## src/inc/lin_pkg.sv

```systemverilog
/*
  shared constants, codes and carrier types for the four-channel single-wire
  bus transceiver mode, wake and fault controller.
  assumes a 10 MHz core clock and that the chip operating mode comes from the
  chip's own mode controller as an encoded level.
*/
// How it works
// - power-up off; off always allowed, ignores wake
// - normal mode selectable only in chip normal
// - normal: tx pin drives bus, bus level to rx
// - early dominant suppressed until tx returns high
// - receive-only: driver off; chip normal or stop
// - wake-capable in stop/sleep/restart/normal; forced in fail-safe
// - wake on rising edge after long dominant
// - wake holds rx low until mode changes
// - normal/stop interrupt; others request restart, no interrupt
// - mode reads wake code; no rearm without cause
// - rearm by mode toggle or stop/sleep/fail-safe entry
// - stop/normal wake flagged by interrupt and status
// - stop wake re-enables disabled watchdog if configured
// - sleep wake: restart request, status recorded, no interrupt
// - tx dominant timeout releases bus, sets fault
// - one bit disables tx timeout for all channels
// - bus dominant clamp sets fault, mode unchanged
// - supply undervoltage forces receive-only behaviour
// - slope select latched on chip-select rise, normal only
// - wake filter between 30 and 150 us
package lin_pkg;

  // ***************************************************************
  // clock and timing
  // ***************************************************************
  localparam int CLK_PERIOD_NS      = 100;  // 10 MHz core clock
  localparam int WAKE_FILTER_MIN_US = 30;   // shortest dominant that may wake
  localparam int WAKE_FILTER_MAX_US = 150;  // dominant that must always wake
  // least time: round up to whole cycles
  localparam int WAKE_FILTER_CYC    =
    (WAKE_FILTER_MIN_US * 1000 + CLK_PERIOD_NS - 1) / CLK_PERIOD_NS;
  localparam int ENABLE_TIME_US     = 10;     // driver settle time, default
  localparam int DOM_TIMEOUT_US     = 12000;  // dominant timeout, default

  // ***************************************************************
  // sizes and reset values
  // ***************************************************************
  localparam int NUM_XCVR           = 4;
  localparam logic LOW_SLOPE_RST    = 1'b0;   // normal slope after reset
  localparam logic RX_IDLE          = 1'b1;   // recessive level on rx pin

  // ***************************************************************
  // transceiver mode codes, two bits each
  // ***************************************************************
  localparam logic [1:0] XM_OFF     = 2'h0;
  localparam logic [1:0] XM_WAKE    = 2'h1;   // the wake-capable code
  localparam logic [1:0] XM_NORMAL  = 2'h2;
  localparam logic [1:0] XM_RXONLY  = 2'h3;
  localparam logic [1:0] XM_RST     = XM_OFF;

  // chip operating modes, driven by the chip mode controller
  typedef enum logic [2:0] {
    CHIP_NORMAL,
    CHIP_STOP,
    CHIP_SLEEP,
    CHIP_RESTART,
    CHIP_FAILSAFE
  } chip_mode_t;

  // per-channel status carried from a channel to the top
  typedef struct packed {
    logic drive_dom;   // bus driver pulls dominant
    logic rx_level;    // level for the receive pin
    logic wake_hit;    // one-cycle wake event
    logic fault_hit;   // one-cycle timeout or clamp event
  } xcvr_stat_t;

endpackage

```

## src/rtl/lin_ctrl_top.sv

```systemverilog
/*
  top of the four-channel single-wire bus transceiver controller: mode
  selection against the chip mode, chip-mode rearm, wake reactions,
  fault and wake-source flags, slope selection.
  assumes the chip mode controller supplies the current chip mode and a
  pulse when stop is entered again from stop, and acts on the restart and
  watchdog requests given here; spi decoding lives elsewhere and hands
  over write strobes with their data.
*/
`timescale 1ns/1ps
`default_nettype none
module lin_ctrl_top
  import lin_pkg::*;
#(
  parameter int EN_TIME_US  = ENABLE_TIME_US,
  parameter int TO_TIME_US  = DOM_TIMEOUT_US,
  // settle time as a least time, timeout as a least time, whole cycles
  parameter int EN_CYC      = (EN_TIME_US * 1000 + CLK_PERIOD_NS - 1) / CLK_PERIOD_NS,
  parameter int TO_CYC      = (TO_TIME_US * 1000 + CLK_PERIOD_NS - 1) / CLK_PERIOD_NS
) (
  input  wire logic                     core_clk,
  input  wire logic                     rst_b,
  input  wire chip_mode_t               chip_mode,
  input  wire logic                     stop_reentry,
  input  wire logic [NUM_XCVR-1:0]      mode_wr,
  input  wire logic [NUM_XCVR-1:0][1:0] mode_wr_data,
  input  wire logic                     cs_rise,
  input  wire logic                     low_slope_wr_data,
  input  wire logic                     tx_timeout_enable,
  input  wire logic                     watchdog_on_bus_wake,
  input  wire logic                     watchdog_active,
  input  wire logic                     xcvr_supply_uv,
  input  wire logic [NUM_XCVR-1:0]      bus_tx_input,
  input  wire logic [NUM_XCVR-1:0]      bus_level,
  input  wire logic [NUM_XCVR-1:0]      fault_clear,
  input  wire logic [NUM_XCVR-1:0]      wake_status_clear,
  input  wire logic                     int_clear,
  output logic [NUM_XCVR-1:0][1:0]      xcvr_mode,
  output logic [NUM_XCVR-1:0]           bus_drive_dom,
  output logic [NUM_XCVR-1:0]           bus_rx_output,
  output logic [NUM_XCVR-1:0]           xcvr_fault_flag,
  output logic [NUM_XCVR-1:0]           wake_source_status,
  output logic                          int_b,
  output logic                          restart_req,
  output logic                          watchdog_enable_req,
  output logic                          low_slope_select
);

  // ***************************************************************
  // synchronised pins
  // ***************************************************************
  logic [NUM_XCVR-1:0] tx_sync;   // transmit pins, 1 = recessive
  logic [NUM_XCVR-1:0] bus_sync;  // bus levels, 1 = recessive
  logic                uv_sync;   // supply undervoltage indication

  pin_sync #(.RST_VAL(1'b0)) u_uv_sync (
    .core_clk (core_clk),
    .rst_b    (rst_b),
    .pin_in   (xcvr_supply_uv),
    .pin_out  (uv_sync)
  );

  // ***************************************************************
  // chip mode tracking and rearm
  // ***************************************************************
  chip_mode_t chip_prev_reg, chip_prev_next;  // chip mode last cycle
  logic       rearm;                          // entry into a rearming mode
  logic       failsafe_entry;                 // forces wake-capable

  // entry into stop, sleep or fail-safe, or stop set again from stop
  always_comb begin
    chip_prev_next = chip_mode;
    failsafe_entry = (chip_mode == CHIP_FAILSAFE) && (chip_prev_reg != CHIP_FAILSAFE);
    rearm          = 1'b0;
    if (chip_mode != chip_prev_reg) begin
      case (chip_mode)
        CHIP_STOP:     rearm = 1'b1;
        CHIP_SLEEP:    rearm = 1'b1;
        CHIP_FAILSAFE: rearm = 1'b1;
        default:       rearm = 1'b0;
      endcase
    end else if (chip_mode == CHIP_STOP && stop_reentry) begin
      rearm = 1'b1;  // stop re-entered from stop
    end
  end

  always_ff @(posedge core_clk) begin
    if (!rst_b) begin
      chip_prev_reg <= CHIP_RESTART;
    end else begin
      chip_prev_reg <= chip_prev_next;
    end
  end

  // ***************************************************************
  // transceiver modes
  // ***************************************************************
  logic [NUM_XCVR-1:0][1:0] mode_reg, mode_next;  // selected modes

  // legality of a requested code in the current chip mode
  function automatic logic mode_allowed(input logic [1:0] code, input chip_mode_t cm);
    logic ok;
    ok = 1'b0;
    case (code)
      XM_OFF:    ok = 1'b1;
      XM_NORMAL: ok = (cm == CHIP_NORMAL);
      XM_RXONLY: ok = (cm == CHIP_NORMAL || cm == CHIP_STOP);
      XM_WAKE:   ok = (cm != CHIP_FAILSAFE);
      default:   ok = 1'b0;
    endcase
    return ok;
  endfunction

  // writes that are not legal in the chip mode leave the mode as it was
  always_comb begin
    mode_next = mode_reg;
    for (int i = 0; i < NUM_XCVR; i++) begin
      if (failsafe_entry) begin
        mode_next[i] = XM_WAKE;  // forced in fail-safe
      end else if (mode_wr[i] && mode_allowed(mode_wr_data[i], chip_mode)) begin
        mode_next[i] = mode_wr_data[i];
      end else if (chip_mode == CHIP_FAILSAFE || chip_mode == CHIP_SLEEP
                   || chip_mode == CHIP_RESTART) begin
        // modes that lost legality with the chip mode drop to off, or to wake-capable in fail-safe
        if (mode_reg[i] == XM_NORMAL || mode_reg[i] == XM_RXONLY) begin
          mode_next[i] = (chip_mode == CHIP_FAILSAFE) ? XM_WAKE : XM_OFF;
        end
      end else if (chip_mode == CHIP_STOP && mode_reg[i] == XM_NORMAL) begin
        mode_next[i] = XM_RXONLY;
      end
      // a wake never changes the code: it keeps reading wake-capable
    end
  end

  always_ff @(posedge core_clk) begin
    if (!rst_b) begin
      mode_reg <= {NUM_XCVR{XM_RST}};  // off after power-up
    end else begin
      mode_reg <= mode_next;
    end
  end

  // ***************************************************************
  // channels
  // ***************************************************************
  xcvr_stat_t [NUM_XCVR-1:0] stat;  // per-channel drive, rx and events

  for (genvar g = 0; g < NUM_XCVR; g++) begin : g_ch
    pin_sync #(.RST_VAL(1'b1)) u_tx_sync (
      .core_clk (core_clk),
      .rst_b    (rst_b),
      .pin_in   (bus_tx_input[g]),
      .pin_out  (tx_sync[g])
    );
    pin_sync #(.RST_VAL(1'b1)) u_bus_sync (
      .core_clk (core_clk),
      .rst_b    (rst_b),
      .pin_in   (bus_level[g]),
      .pin_out  (bus_sync[g])
    );
    xcvr_channel #(
      .EN_CYC (EN_CYC),
      .TO_CYC (TO_CYC),
      .WK_CYC (WAKE_FILTER_CYC)
    ) u_ch (
      .core_clk (core_clk),
      .rst_b    (rst_b),
      .mode     (mode_reg[g]),
      .rearm    (rearm),
      .tx_in    (tx_sync[g]),
      .bus_in   (bus_sync[g]),
      .uv       (uv_sync),  // receive-only behaviour while low supply
      .to_en    (tx_timeout_enable),
      .stat     (stat[g])
    );
  end

  // ***************************************************************
  // flags, wake reactions and slope
  // ***************************************************************
  logic [NUM_XCVR-1:0] fault_reg, fault_next;  // sticky fault flags
  logic [NUM_XCVR-1:0] wsrc_reg, wsrc_next;    // sticky wake sources
  logic [NUM_XCVR-1:0] drv_reg, drv_next;      // driver outputs
  logic [NUM_XCVR-1:0] rx_reg, rx_next;        // rx pin outputs
  logic                int_b_reg, int_b_next;  // interrupt, low active
  logic                rst_req_reg, rst_req_next;
  logic                wd_req_reg, wd_req_next;
  logic                slope_reg, slope_next;
  logic                any_wake;

  // set beats clear on every sticky flag so no event is lost
  always_comb begin
    any_wake     = 1'b0;
    fault_next   = fault_reg;
    wsrc_next    = wsrc_reg;
    for (int i = 0; i < NUM_XCVR; i++) begin
      drv_next[i] = stat[i].drive_dom;
      rx_next[i]  = stat[i].rx_level;
      if (stat[i].fault_hit) begin
        fault_next[i] = 1'b1;
      end else if (fault_clear[i]) begin
        fault_next[i] = 1'b0;
      end
      if (stat[i].wake_hit) begin
        wsrc_next[i] = 1'b1;
        any_wake     = 1'b1;
      end else if (wake_status_clear[i]) begin
        wsrc_next[i] = 1'b0;
      end
    end

    int_b_next   = int_b_reg;
    rst_req_next = 1'b0;
    wd_req_next  = 1'b0;
    if (int_clear) begin
      int_b_next = 1'b1;
    end
    if (any_wake) begin
      case (chip_mode)
        CHIP_NORMAL: int_b_next = 1'b0;  // stays in normal
        CHIP_STOP: begin
          int_b_next  = 1'b0;  // stays in stop
          // watchdog back on only if it had been switched off
          wd_req_next = watchdog_on_bus_wake && !watchdog_active;
        end
        default: rst_req_next = 1'b1;  // restart, no interrupt
      endcase
    end

    // slope change only on chip-select rise in chip normal
    slope_next = slope_reg;
    if (cs_rise && chip_mode == CHIP_NORMAL) begin
      slope_next = low_slope_wr_data;
    end
  end

  always_ff @(posedge core_clk) begin
    if (!rst_b) begin
      fault_reg   <= '0;
      wsrc_reg    <= '0;
      drv_reg     <= '0;
      rx_reg      <= {NUM_XCVR{RX_IDLE}};
      int_b_reg   <= 1'b1;
      rst_req_reg <= 1'b0;
      wd_req_reg  <= 1'b0;
      slope_reg   <= LOW_SLOPE_RST;  // normal slope by default
    end else begin
      fault_reg   <= fault_next;
      wsrc_reg    <= wsrc_next;
      drv_reg     <= drv_next;
      rx_reg      <= rx_next;
      int_b_reg   <= int_b_next;
      rst_req_reg <= rst_req_next;
      wd_req_reg  <= wd_req_next;
      slope_reg   <= slope_next;
    end
  end

  // ***************************************************************
  // outputs, all from flip-flops
  // ***************************************************************
  assign xcvr_mode           = mode_reg;
  assign bus_drive_dom       = drv_reg;
  assign bus_rx_output       = rx_reg;
  assign xcvr_fault_flag     = fault_reg;
  assign wake_source_status  = wsrc_reg;
  assign int_b               = int_b_reg;
  assign restart_req         = rst_req_reg;
  assign watchdog_enable_req = wd_req_reg;
  assign low_slope_select    = slope_reg;

endmodule
`default_nettype wire

```

## src/rtl/pin_sync.sv

```systemverilog
/*
  three-flop input synchroniser with agreement filter.
  assumes an input from outside the core clock domain.
*/
`timescale 1ns/1ps
`default_nettype none
module pin_sync #(
  parameter logic RST_VAL = 1'b1
) (
  input  wire logic core_clk,
  input  wire logic rst_b,
  input  wire logic pin_in,
  output logic      pin_out
);

  // ***************************************************************
  // synchroniser chain
  // ***************************************************************
  logic s1_reg, s2_reg, s3_reg;   // first flop is read by s2 only
  logic out_reg, out_next;        // filtered level

  // a change counts once the second and third stage agree
  always_comb begin
    out_next = (s2_reg == s3_reg) ? s3_reg : out_reg;
  end

  // chain and filtered output
  always_ff @(posedge core_clk) begin
    if (!rst_b) begin
      s1_reg  <= RST_VAL;
      s2_reg  <= RST_VAL;
      s3_reg  <= RST_VAL;
      out_reg <= RST_VAL;
    end else begin
      s1_reg  <= pin_in;
      s2_reg  <= s1_reg;
      s3_reg  <= s2_reg;
      out_reg <= out_next;
    end
  end

  assign pin_out = out_reg;

endmodule
`default_nettype wire

```

## src/rtl/xcvr_channel.sv

```systemverilog
/*
  one transceiver channel: enable sequence, transmit gating, dominant
  timeout, bus clamp detection, wake filter and rx pin level.
  assumes synchronised tx and bus levels (1 = recessive) and a mode code
  already checked against the chip mode by the top.
*/
`timescale 1ns/1ps
`default_nettype none
module xcvr_channel
  import lin_pkg::*;
#(
  parameter int EN_CYC = 100,
  parameter int TO_CYC = 120000,
  parameter int WK_CYC = 300
) (
  input  wire logic       core_clk,
  input  wire logic       rst_b,
  input  wire logic [1:0] mode,       // current transceiver mode code
  input  wire logic       rearm,      // chip-mode rearm pulse
  input  wire logic       tx_in,      // synchronised tx pin
  input  wire logic       bus_in,     // synchronised bus level
  input  wire logic       uv,         // supply undervoltage active
  input  wire logic       to_en,      // tx timeout feature on
  output xcvr_stat_t      stat
);

  localparam int CW = $clog2(TO_CYC + 1);
  localparam int EW = $clog2(EN_CYC + 1);
  localparam int WW = $clog2(WK_CYC + 2);

  // ***************************************************************
  // channel state
  // ***************************************************************
  logic [1:0]    mode_prev_reg, mode_prev_next;  // mode of last cycle
  logic [EW-1:0] en_cnt_reg, en_cnt_next;        // enable settle count
  logic          gate_reg, gate_next;            // tx may reach bus
  logic [CW-1:0] to_cnt_reg, to_cnt_next;        // tx dominant length
  logic          to_trip_reg, to_trip_next;      // driver held off
  logic [CW-1:0] cl_cnt_reg, cl_cnt_next;        // bus dominant length
  logic          cl_trip_reg, cl_trip_next;      // clamp already flagged
  logic [WW-1:0] wk_cnt_reg, wk_cnt_next;        // wake dominant length
  logic          armed_reg, armed_next;          // wake detection armed
  logic          held_reg, held_next;            // wake seen, rx held low
  logic          bus_prev_reg;                   // bus level last cycle
  xcvr_stat_t    stat_reg, stat_next;
  logic          mode_chg;

  always_comb begin
    mode_prev_next = mode;
    mode_chg       = (mode != mode_prev_reg);
    en_cnt_next    = en_cnt_reg;
    gate_next      = gate_reg;
    to_cnt_next    = to_cnt_reg;
    to_trip_next   = to_trip_reg;
    cl_cnt_next    = cl_cnt_reg;
    cl_trip_next   = cl_trip_reg;
    wk_cnt_next    = wk_cnt_reg;
    armed_next     = armed_reg;
    held_next      = held_reg;
    stat_next      = '0;

    // enable sequence: restart settle time when normal is entered
    if (mode == XM_NORMAL && mode_chg) begin
      en_cnt_next = EW'(EN_CYC);
      gate_next   = 1'b0;
    end else if (mode != XM_NORMAL) begin
      gate_next   = 1'b0;
    end else if (en_cnt_reg != '0) begin
      en_cnt_next = en_cnt_reg - 1'b1;
    end else if (tx_in) begin
      gate_next   = 1'b1;  // early dominant waits for a high first
    end

    // tx dominant timeout, one enable for all channels
    if (mode == XM_NORMAL && to_en && !tx_in) begin
      if (to_cnt_reg != CW'(TO_CYC)) begin
        to_cnt_next = to_cnt_reg + 1'b1;
      end else if (!to_trip_reg) begin
        to_trip_next        = 1'b1;  // release bus
        stat_next.fault_hit = 1'b1;
      end
    end else begin
      to_cnt_next  = '0;
      to_trip_next = 1'b0;  // driver back once tx is high
    end

    // bus dominant clamp in normal or receive-only; mode left alone
    if ((mode == XM_NORMAL || mode == XM_RXONLY) && !bus_in) begin
      if (cl_cnt_reg != CW'(TO_CYC)) begin
        cl_cnt_next = cl_cnt_reg + 1'b1;
      end else if (!cl_trip_reg) begin
        cl_trip_next        = 1'b1;
        stat_next.fault_hit = 1'b1;
      end
    end else begin
      cl_cnt_next  = '0;
      cl_trip_next = 1'b0;
    end

    // wake filter: count from a falling edge, wake on the rising edge
    if (mode != XM_WAKE) begin
      wk_cnt_next = '0;  // off mode ignores bus activity
    end else if (bus_prev_reg && !bus_in) begin
      wk_cnt_next = WW'(1);  // dominant period begins
    end else if (!bus_in && wk_cnt_reg != '0) begin
      if (wk_cnt_reg != WW'(WK_CYC + 1)) begin
        wk_cnt_next = wk_cnt_reg + 1'b1;
      end
    end else if (bus_in) begin
      // dominant longer than the filter time
      if (wk_cnt_reg == WW'(WK_CYC + 1) && armed_reg) begin
        stat_next.wake_hit = 1'b1;
        held_next          = 1'b1;
        armed_next         = 1'b0;  // no second wake until rearmed
      end
      wk_cnt_next = '0;
    end

    // rearm by toggling the mode or by chip-mode entry
    if (mode_chg) begin
      held_next  = 1'b0;  // rx released on any mode change
      armed_next = 1'b1;
    end else if (rearm) begin
      armed_next = 1'b1;
    end

    // driver: normal mode, settled, no timeout, no undervoltage
    stat_next.drive_dom = (mode == XM_NORMAL) && gate_next && !to_trip_next
                          && !uv && !tx_in;

    // rx pin level by mode
    case (mode)
      XM_NORMAL: stat_next.rx_level = bus_in;
      XM_RXONLY: stat_next.rx_level = bus_in;
      XM_WAKE:   stat_next.rx_level = !held_next;
      default:   stat_next.rx_level = RX_IDLE;
    endcase
  end

  // register all channel state
  always_ff @(posedge core_clk) begin
    if (!rst_b) begin
      mode_prev_reg <= XM_RST;
      en_cnt_reg    <= '0;
      gate_reg      <= 1'b0;
      to_cnt_reg    <= '0;
      to_trip_reg   <= 1'b0;
      cl_cnt_reg    <= '0;
      cl_trip_reg   <= 1'b0;
      wk_cnt_reg    <= '0;
      armed_reg     <= 1'b1;
      held_reg      <= 1'b0;
      bus_prev_reg  <= 1'b1;
      stat_reg      <= '{drive_dom: 1'b0, rx_level: RX_IDLE,
                         wake_hit: 1'b0, fault_hit: 1'b0};
    end else begin
      mode_prev_reg <= mode_prev_next;
      en_cnt_reg    <= en_cnt_next;
      gate_reg      <= gate_next;
      to_cnt_reg    <= to_cnt_next;
      to_trip_reg   <= to_trip_next;
      cl_cnt_reg    <= cl_cnt_next;
      cl_trip_reg   <= cl_trip_next;
      wk_cnt_reg    <= wk_cnt_next;
      armed_reg     <= armed_next;
      held_reg      <= held_next;
      bus_prev_reg  <= bus_in;
      stat_reg      <= stat_next;
    end
  end

  assign stat = stat_reg;

endmodule
`default_nettype wire

```

## config.mk

```make
export PLATFORM = sky130hd
export DESIGN_NAME = lin_ctrl_top
export DESIGN_NICKNAME = d
export VERILOG_FILES = /design/src/inc/lin_pkg.sv /design/src/rtl/lin_ctrl_top.sv /design/src/rtl/pin_sync.sv /design/src/rtl/xcvr_channel.sv
export SDC_FILE = /design/constraint.sdc
export NUM_CORES = 1
export LEC_CHECK = 0
export ABC_AREA = 1
export BUFFER_PORTS_ARGS = -buffer_cell sky130_fd_sc_hd__buf_2
export CORE_MARGIN = 4
export CORE_UTILIZATION = 30
export CTS_BUF_LIST = sky130_fd_sc_hd__clkbuf_4 sky130_fd_sc_hd__clkbuf_8 sky130_fd_sc_hd__clkbuf_16
export CTS_CLUSTER_SIZE = 40
export DETAILED_ROUTE_END_ITERATION = 10
export HOLD_SLACK_MARGIN = 0.15
export SLEW_MARGIN = 20
export SYNTH_ARGS = -nofsm -noshare
export SYNTH_HDL_FRONTEND = slang
export SYNTH_SLANG_ARGS = --single-unit
```

## constraint.sdc

```tcl
create_clock -name core_clk -period 3 [get_ports core_clk]
set_input_delay 0.15 -clock core_clk [delete_from_list [all_inputs] [get_ports core_clk]]
set_output_delay 0.15 -clock core_clk [all_outputs]
set_load 0.01 [all_outputs]
```

### Word-level counts from Yosys, hierarchy flattened

Cells that the tools add are included.

| operators by class | value |
|---|---|
| $add $sub $neg | 16 |
| equality and inequality tests | 88 |
| bitwise gates (word level) | 21 |
| reduce and logical (&&, ||, !) cells | 187 |
| multiplexer cells | 164 |

Operators by type and width:

| operator | count |
|---|---|
| 17-bit by 1-bit adder with 17-bit output, second input constant | 8 |
| 17-bit inequality test, second input constant | 8 |
| 1-bit 2-to-1 mux | 116 |
| 9-bit 2-to-1 mux | 12 |
| 7-bit 2-to-1 mux | 12 |
| 2-bit AND reduction | 33 |
| 1-bit logical AND | 56 |
| 9-bit by 1-bit adder with 9-bit output, second input constant | 4 |
| 9-bit equality test, second input constant | 4 |
| 9-bit inequality test, second input constant | 4 |
| 9-bit nonzero test | 4 |
| 2-bit equality test, second input constant | 16 |
| 2-bit 2-to-1 mux | 16 |
| 2-bit nonzero test | 16 |
| 7-bit nonzero test | 4 |
| 2-bit OR reduction | 14 |
| 7-bit by 1-bit subtractor with 7-bit output, second input constant | 4 |
| 3-bit OR reduction | 9 |
| 3-bit nonzero test | 8 |
| 1-bit inverter | 21 |
| 5-bit AND reduction | 4 |
| 5-bit OR reduction | 4 |
| 1-bit zero test | 18 |
| 2-bit by 1-bit equality test with 1-bit output, second input constant | 8 |
| 19 further kinds | 73 |

| storage, ports and cells | value |
|---|---|
| word-level logic and storage cells | 603 |
| register bits | 315 |
| input bits | 41 |
| output and inout port bits | 28 |

### Depth between registers and ports, before layout

Gate-level depths: netlist of run 1.

| logic depth | value |
|---|---|
| depth in word-level cells | 10 |
| gate-level depth with buffers | 11 |
| gate-level depth less buffers | 11 |

### By module

A second synthesis of run 1 with hierarchy kept.

| unflattened totals | value |
|---|---|
| cell total of the unflattened synthesis | 2138 |
| area total of the unflattened synthesis | 15023.2 sq um |

By module, submodules not included:

| module | cells an instance | area each (sq um) | instances | seq. area each (sq um) |
|---|---|---|---|---|
| xcvr_channel (g_ch[0].u_ch ...) | 449 | 3086.7 | 3 | 1241.2 |
| xcvr_channel (g_ch[3].u_ch) | 445 | 3131.8 | 1 | 1241.2 |
| lin_ctrl_top | 197 | 1443.9 | 1 | 620.6 |
| pin_sync (g_ch[0].u_bus_sync ...) | 17 | 133.9 | 8 | 80.1 |
| pin_sync (u_uv_sync) | 13 | 116.4 | 1 | 80.1 |

### Worst setup path after synthesis of run 1

OpenSTA, ideal clock, no wires.

| timing | value |
|---|---|
| kind | register to register |
| start | register g_ch[2].u_ch.cl_cnt_reg[0] |
| end | register g_ch[2].u_ch.cl_cnt_reg[12] |
| arrival | 1275 ps |
| clock period less this slack | 1394 ps |
| required time | 2881 ps |
| path buffers | 0 |
| slack | 1606 ps |
| stages on the path, launching flop included | 7 |
| library setup time | 119 ps |
| cell sequence | dfxtp_1 ha_1 nand2_1 nor3_2 nand3_1 o21ai_0 a21oi_1 |

| on the way | value |
|---|---|
| longest elaborated chain between the ends | 1 |
| elaborated cells on any way between the ends | 2 |
| those cells by class | add/sub (1); eq/ne (1) |

Ends and longest elaborated chain:

| item | line | RTL |
|---|---|---|
| start, declared | xcvr_channel.sv:39 | `logic [CW-1:0] cl_cnt_reg, cl_cnt_next;` |
| start signal, assigned | xcvr_channel.sv:162 | `cl_cnt_reg <= cl_cnt_next;` |
| 17-bit by 1-bit adder with 17-bit output / 17-bit inequality test (equally long branches) | xcvr_channel.sv:90, xcvr_channel.sv:89 |  |

Several ways; a longest one is shown, not always the timed one.
A chain may end at the register's enable or synchronous reset.

### Worst setup path in the final report of run 1

| timing | value |
|---|---|
| start | input chip_mode[0] |
| end | register mode_reg, in the netlist xcvr_mode[5] |

| on the way | value |
|---|---|
| longest elaborated chain between the ends | 7 |
| elaborated cells on any way between the ends | 20 |
| those cells by class | eq/ne (6); mux (4); reduce/logical (10) |

Ends and longest elaborated chain:

| item | line | RTL |
|---|---|---|
| start, declared | lin_ctrl_top.sv:23 | `input wire chip_mode_t chip_mode,` |
| 3-bit by 1-bit equality test with 1-bit output / 3-bit zero test (equally long branches) | lin_ctrl_top.sv:107, lin_ctrl_top.sv:128, lin_ctrl_top.sv:106 |  |
| 1-bit logical OR | lin_ctrl_top.sv:107 | `XM_RXONLY: ok = (cm == CHIP_NORMAL \|\| cm == CHIP_STOP);` |
| 1-bit case mux with 4 select lines | lin_ctrl_top.sv:104 | `case (code)` |
| 1-bit 2-to-1 mux | lin_ctrl_top.sv:118 | `if (failsafe_entry) begin` |
| 1-bit logical AND | lin_ctrl_top.sv:120 | `end else if (mode_wr[i] && mode_allowed(mode_wr_data[i], chip_mode)) begin` |
| 3-bit inequality test (no source line) / 3-bit nonzero test (equally long branches) | - |  |
| 2-bit AND reduction (no source line) | - |  |
| end signal, assigned | lin_ctrl_top.sv:137 | `mode_reg <= {NUM_XCVR{XM_RST}};` |
| end signal, assigned | lin_ctrl_top.sv:139 | `mode_reg <= mode_next;` |
| end, declared | lin_ctrl_top.sv:98 | `logic [NUM_XCVR-1:0][1:0] mode_reg, mode_next;` |

Several ways; a longest one is shown, not always the timed one. The select of a mux whose other input is x is not followed.

==> results.md, run 1 <==
* Clock Sinks at 315
* Number of fill cells at 5058
* Die area at 53100 um^2
* Hold/Removal Path Class: in -> reg
* Inserted Clock Buffers at 38
* CTS Buffer Depth at 3
* Detail Placement HPWL at 26.5 mm
* GRT Util Overall at 13.2%
* Initial Utilization at 30.3%
* P per Cell Area at 536 nW/um^2
* FF+latch count, synth at 315
* Nets@finish at 2299
* Register clock-pin slew on the reported worst setup and hold paths at 0.06 ns
* Setup TNS Final at 0 ns
* Worst EP required at 3.47 ns
* Final WL at 36.1 mm
* Synth Cell Area at 14800 um^2
* Largest cells by area after synthesis: dfxtp_1, nand2_1, inv_1, nor2_1, a21oi_1
* Syn nets at 2162
* Top cell type's share of synthesized area at 42.5%
* Synthesis Warnings at 0
* Final max-slew violation count at 0
* First-pass GRT wire length at 59.4 mm
* DR WL/cell at 12.4 um
* P_int at 7.38 mW
* Vias at 13600
* Final setup margin at 0.185 ns
* Max Cap Viol at 0
* Maximum vdd drop at 0.277 mV
* Die Ht at 230 um
* Commonest non-fill, non-tap cell in the layout: nand2_1
* Place WS at 1.04 ns
* Clk root buf: clkbuf_16
* Syn_area_per_cell at 7.12 um^2
* LEAKAGE at 6.94 nW
* Skew-Pair Late Insertion Delay at 0.53 ns
* Number of global-route vias before repair at 12500
* Initial antenna violation count at 6
* Sw power at 2.11 mW
* Ys flop type: dfxtp_1
* Routed vias/inst at 4.65
* Logic gate share of total power at 5.3%
* Port Buffers at 68
* Cell variety after synth at 46
* Power, Total at 9.49 mW
* Wire length on met2 at 15.3 mm
* Setup Crit Path Kind: in -> reg
* Postcts setup bufs at 0
* Met3 WL at 2.74 mm
* DRC Markers at 0
* Sequential power share at 45.2%
* Max Fclk at 0.355 GHz
* Site Rows at 81
* CTS tree: built
* H-tree Lvls at 2
* Most frequent cells in the layout: nand2_1, inv_1, dfxtp_1
* Skew final at 0.0160 ns
* CP Launch Type: primary input
* Status: completed
* Clock network fraction of design power at 49.5%
* Crit Path Max Fanout at 9
* Initial DRC Count at 732
* Slew headroom at 53.5%
* Min Tclk post-route at 2.82 ns
* Final antenna-violating net count at 0
* Ys async rst share at 0%
* RSZ-0062 raised after global routing: false
* GPL Wtd Cong at 0.870
* Core Area at 49000 um^2
* Hold Violations, Final at 0
* Critical path endpoint category: register
* Multi-input gate area at 7080 um^2
* Largest net degree at the start of global routing at 30
* Number of flops mapped to enable cells by yosys at 0
* Sw Share at 22.2%
* Post-synthesis sequential area ratio at 42.5%
* Met1 Wirelength at 17.2 mm
* Setup-failing EPs final at 0
* IO Count at 69
* Period Utilization, post-route at 93.8%
* Uppermost layer routed: met5
* Die X at 230 um
* Leading area contributor after synthesis: dfxtp_1
* Share of cells above drive strength 1 at 10.0%
* Worst EP arrival at 3.29 ns
* Layout overhead on the synthesized area at 19.2%
* Worst-Margin Slew at 0.693 ns
* Pre-antenna DRT Iters at 5
* GRT overflow at 0
* Register Area at 6310 um^2
* Syn Inst Count at 2085
[per-layer routing]
layer / GRT usage, % / vias to the layer above
met5: 0 / -
met4: 3.93 / 10
met3: 3.31 / 74
met2: 20.5 / 344
met1: 18.0 / 6136
li1: - / 7000
[stage by stage]
step | cells | util (%) | hold WS [ns] | instance area, um^2
2_1_floorplan | 2085 | - | 0.227 | 14800
3_3_place_gp | 2797 | 32.5 | 0.335 | 15900
3_5_place_dp | 2797 | 32.5 | 0.328 | 15900
4_1_cts | 2913 | 36.1 | 0.158 | 17700
5_1_grt | 2913 | 36.1 | 0.203 | 17700
6_report | 2915 | 36.1 | 0.196 | 17700
[Yosys cell counts, types with 2 or more instances]
| library cell | n |
|---|---|
| clkbuf_1 | 5 |
| nand4_1 | 88 |
| nand2_1 | 394 |
| a211oi_1 | 6 |
| buf_2 | 10 |
| inv_2 | 11 |
| o21ai_0 | 77 |
| nand3_2 | 6 |
| a21oi_1 | 170 |
| nand3_1 | 165 |
| nand3b_1 | 7 |
| dfxtp_1 | 315 |
| xnor2_1 | 16 |
| o211ai_1 | 2 |
| clkinv_1 | 2 |
| a21boi_0 | 3 |
| nor2_4 | 9 |
| o21ai_1 | 6 |
| nor3_1 | 55 |
| a31oi_1 | 5 |
| buf_1 | 2 |
| buf_4 | 5 |
| nor3_2 | 7 |
| or2_2 | 33 |
| o21a_1 | 4 |
| nor2_1 | 247 |
| nor2_2 | 8 |
| and2_1 | 4 |
| buf_6 | 6 |
| xor2_1 | 27 |
| nor4_1 | 4 |
| ha_1 | 36 |
| nand2_2 | 4 |
| nor3b_1 | 2 |
| inv_1 | 328 |
| o21bai_1 | 6 |
[critical path, stage by stage]
cell and delay, ns:
dlygate4sd3_1 0.58, buf_2 0.27, inv_2 0.12, nand3_2 0.23, inv_1 0.14, nand2_1 0.16
inv_1 0.12, nor2_2 0.17, o21ai_0 0.11, dlygate4sd3_1 0.57, a21oi_1 0.12, dlygate4sd3_1 0.55
[kinds of logic (layout without fill, tap and decap cells)]
group / after synthesis / in the layout / synth area share (%)
and+or+nand+nor: 1039 / 1039 / 32.0
buffers and inverters: 369 / 533 / 9.85
DFF: 315 / 315 / 42.5
AOI/OAI and AO/OA: 283 / 283 / 10.0
xor gates and xnor gates: 43 / 43 / 2.54
adders and majority gates: 36 / 36 / 3.03
other: 0 / 2 / 0
[path summary, 6_finish.rpt]
check / start / to / slack, ns / cells past startpoint
worst max-delay path: chip_mode[0] / xcvr_mode[5] / 0.18 / 12
worst max register to register: chip_prev_reg[1] / xcvr_mode[5] / 0.64 / 9
worst min register to register: g_ch[1].u_tx_sync.s1_reg / g_ch[1].u_tx_sync.s2_reg / 0.41 / 1
worst min-delay path: stop_reentry / g_ch[0].u_ch.armed_reg / 0.20 / 5
[repair_timing]
item                       CTS  global route
hold buffers                49             0
hold endpoints to repair    48             0
setup endpoints to repair    0             3
gates resized for setup      0             1
[power by group through the flow]
| stage | Clock, mW | Combinational, mW | Sequential, mW |
|---|---|---|---|
| floorplan | 0 | 0.314 | 4.36 |
| global placement | 0 | 0.435 | 4.38 |
| detailed placement | 0 | 0.445 | 4.38 |
| CTS | 4.83 | 0.500 | 4.29 |
| global route | 5.00 | 0.567 | 4.29 |
| finish | 4.70 | 0.503 | 4.29 |
[layout make-up]
cell class / count / area share, %
diodes: 2 / 0.0283
clock buffers: 57 / 6.60
clock inverters: 10 / 0.729
inverters: 341 / 7.24
multi-input cells: 1401 / 40.0
flip-flops and latches: 315 / 35.7
well taps: 664 / 4.70
repair buffers: 125 / 5.04
Power figures use the tool's default switching activity.
==> run 2, diff against run 1 <==
ABC_AREA = 0   (was 1)
BUFFER_PORTS_ARGS = not set   (was -buffer_cell sky130_fd_sc_hd__buf_2)
DONT_BUFFER_PORTS = 1   (was not set)
SETUP_SLACK_MARGIN = 0.4   (was not set)
==> run 2 against run 1 <==
Net effect: critical path type unchanged; clock-buffer cell count is 2 lower; largest power group unchanged; clock power is 0.9% higher; synthesized area is 9.8% lower; worst hold slack worse by 0.024 ns; critical path depth is 5 lower.
==> results.md, run 2 <==
* Min Tclk post-route at 2.49 ns
* Register clock-pin slew on the reported worst setup and hold paths at 0.05 ns
* Min-delay src: chip_mode[0]
* Reg2Reg Setup Slack at 1.03 ns
* Number of fill cells at 4523
* H-tree Lvls at 2
* Post-cts hold buffer count at 55
* Nets@finish at 1644
* Share of cells above drive strength 1 at 5.59%
* CP Launch Type: primary input
* Syn Inst Count at 1503
* Worst setup path start: chip_mode[1]
* Pre-antenna DRT Iters at 4
* GRT Util Overall at 12.6%
* Final antenna-violating net count at 0
* Worst r2r dst: g_ch[2].u_ch.en_cnt_reg[4]
* Postcts setup bufs at 0
* Leading area contributor after synthesis: dfxtp_1
* DRC Markers at 0
* Site Rows at 77
* FF+latch count, synth at 315
* DR WL/cell at 13.8 um
* Clock Sinks at 315
* Setup Crit Path Kind: in -> reg
* LEAKAGE at 5.40 nW
* Syn nets at 1580
* Hold_ws at 0.172 ns
* Reg-to-reg critical path startpoint: xcvr_mode[5]
* Largest net degree at the start of global routing at 68
* Setup TNS Final at 0 ns
* Inserted Clock Buffers at 38
* Worst EP required at 3.42 ns
* Cell total after placement at 2064
* Cell variety after synth at 64
* Ys async rst share at 0%
* Number of flops mapped to enable cells by yosys at 0
* Final max-slew violation count at 0
* Most frequent cells in the layout: dfxtp_1, nor2_1, xor2_1
* Largest cells by area after synthesis: dfxtp_1, xor2_1, nor2_1, xnor2_1, ha_1
* CTS tree: built
* Core Area at 44100 um^2
* WHS Path Cells at 3
* Slew headroom at 49.0%
* Maximum vdd drop at 0.368 mV
* Layout overhead on the synthesized area at 18.7%
* Worst-Margin Slew at 0.758 ns
* Post-synthesis adder-cell area fraction at 3.36%
* IO Count at 69
* P per Cell Area at 582 nW/um^2
* Die Ht at 219 um
* Post-CTS resize count at 0
* Worst hold path endpoint: g_ch[2].u_ch.armed_reg
* Period Utilization, post-route at 83.1%
* Hold/Removal Path Class: in -> reg
* Syn_area_per_cell at 8.91 um^2
* Setup-failing EPs final at 0
* Number of global-route vias before repair at 10000
* Die area at 48100 um^2
* Skew final at 0.0134 ns
* Detail Placement HPWL at 20.1 mm
* GRT overflow at 0
* Final WL at 30.2 mm
* Vias at 10300
* Port Buffers at 0
* Synth Area in Compound Gates at 7.68%
* Routed vias/inst at 4.73
* Post-synthesis sequential area ratio at 47.1%
* Reg2Reg Depth at 5
* GPL Wtd Cong at 0.801
* Initial DRC Count at 435
* RSZ-0062 raised after global routing: false
* Hold Violations, Final at 0
* Initial antenna violation count at 6
* Max Cap Viol at 0
* Critical path endpoint category: register
* CTS Buffer Depth at 3
* Max Fclk at 0.401 GHz
* Top cell type's share of synthesized area at 47.1%
* Commonest non-fill, non-tap cell in the layout: dfxtp_1
* Post-synth top cells: dfxtp_1, nor2_1, xor2_1
* Worst EP arrival at 2.91 ns
* Post-Synth Simple-Gate Area at 26.6%
* Synth Area in XOR/XNOR at 10.8%
* Skew-Pair Late Insertion Delay at 0.53 ns
* Synthesis Warnings at 0
* Status: completed
* Mux share of post-synthesis cell area at 1.35%
* Crit Path Max Fanout at 12
* Die X at 219 um
* Synth Cell Area at 13400 um^2
* Initial Utilization at 30.3%
* Ys flop type: dfxtp_1
* First-pass GRT wire length at 50.1 mm
* Main combinational cell family by area after synthesis: simple AND/OR/NAND/NOR gates
* Non-filler cells, final at 2187
* Clk root buf: clkbuf_16
* Most common cell in the netlist: dfxtp_1
[run 2: final cells by class]
| type | instances | area [um^2] | share of cell area (%) |
|---|---|---|---|
| multi-input combinational | 1081 | 6660 | 41.9 |
| sequential | 315 | 6310 | 39.7 |
| clock buffer | 55 | 1150 | 7.25 |
| tap | 592 | 741 | 4.66 |
| timing repair buffer | 59 | 598 | 3.76 |
| inverter | 72 | 270 | 1.70 |
| clock inverter | 10 | 154 | 0.968 |
| antenna | 3 | 7.51 | 0.0472 |
[run 2: logic make-up after synthesis]
logic type,count (synthesis)
and+or+nand+nor,690
DFF,315
AOI/OAI and AO/OA,172
xor gates and xnor gates,165
buffers and inverters,107
adders and majority gates,36
muxes,18
[run 2: critical path, cell delays in order]
cell,delay (ns)
dlygate4sd3_1,0.76
nor2_1,0.55
o21ai_0,0.14
nand3_1,0.10
dlygate4sd3_1,0.55
a31oi_1,0.07
dlygate4sd3_1,0.56
[run 2: per-stage QoR]
step | total power [mW] | worst slack (ns) | utilization, % | area [um^2]
6_report | 9.24 | 0.506 | 36.0 | 15900
5_1_grt | 9.59 | 0.429 | 36.0 | 15900
4_1_cts | 9.40 | 0.546 | 36.0 | 15900
3_5_place_dp | 4.50 | 1.04 | 31.8 | 14000
3_3_place_gp | 4.50 | 1.12 | 31.8 | 14000
2_1_floorplan | 4.47 | 1.25 | - | 13400
[run 2: where the power goes]
| group | switching [mW] | total (mW) | internal, mW |
|---|---|---|---|
| registers | 0.0359 | 4.25 | 4.22 |
| clock network | 1.74 | 4.74 | 3.00 |
| logic | 0.132 | 0.245 | 0.113 |
[run 2: layer usage]
layer  up-vias  GRT usage (%)  wire length, um
li1       5271              -                -
met1      4863           17.1            15000
met5         -              0               39
met2       154           19.5            12800
met3        53           3.56             1570
met4         6           3.79              728
[run 2: how the worst max path moves through the flow]
stage / to / slack [ns] / depth (start not counted)
after floorplan: g_ch[3].u_ch.stat[0] / 1.25 / 5
after global placement: g_ch[0].u_ch.to_cnt_reg[2] / 1.12 / 4
after detailed placement: g_ch[2].u_ch.en_cnt_reg[4] / 1.04 / 5
after CTS: xcvr_mode[0] / 0.55 / 7
after global routing: xcvr_mode[0] / 0.43 / 7
final: xcvr_mode[0] / 0.51 / 7
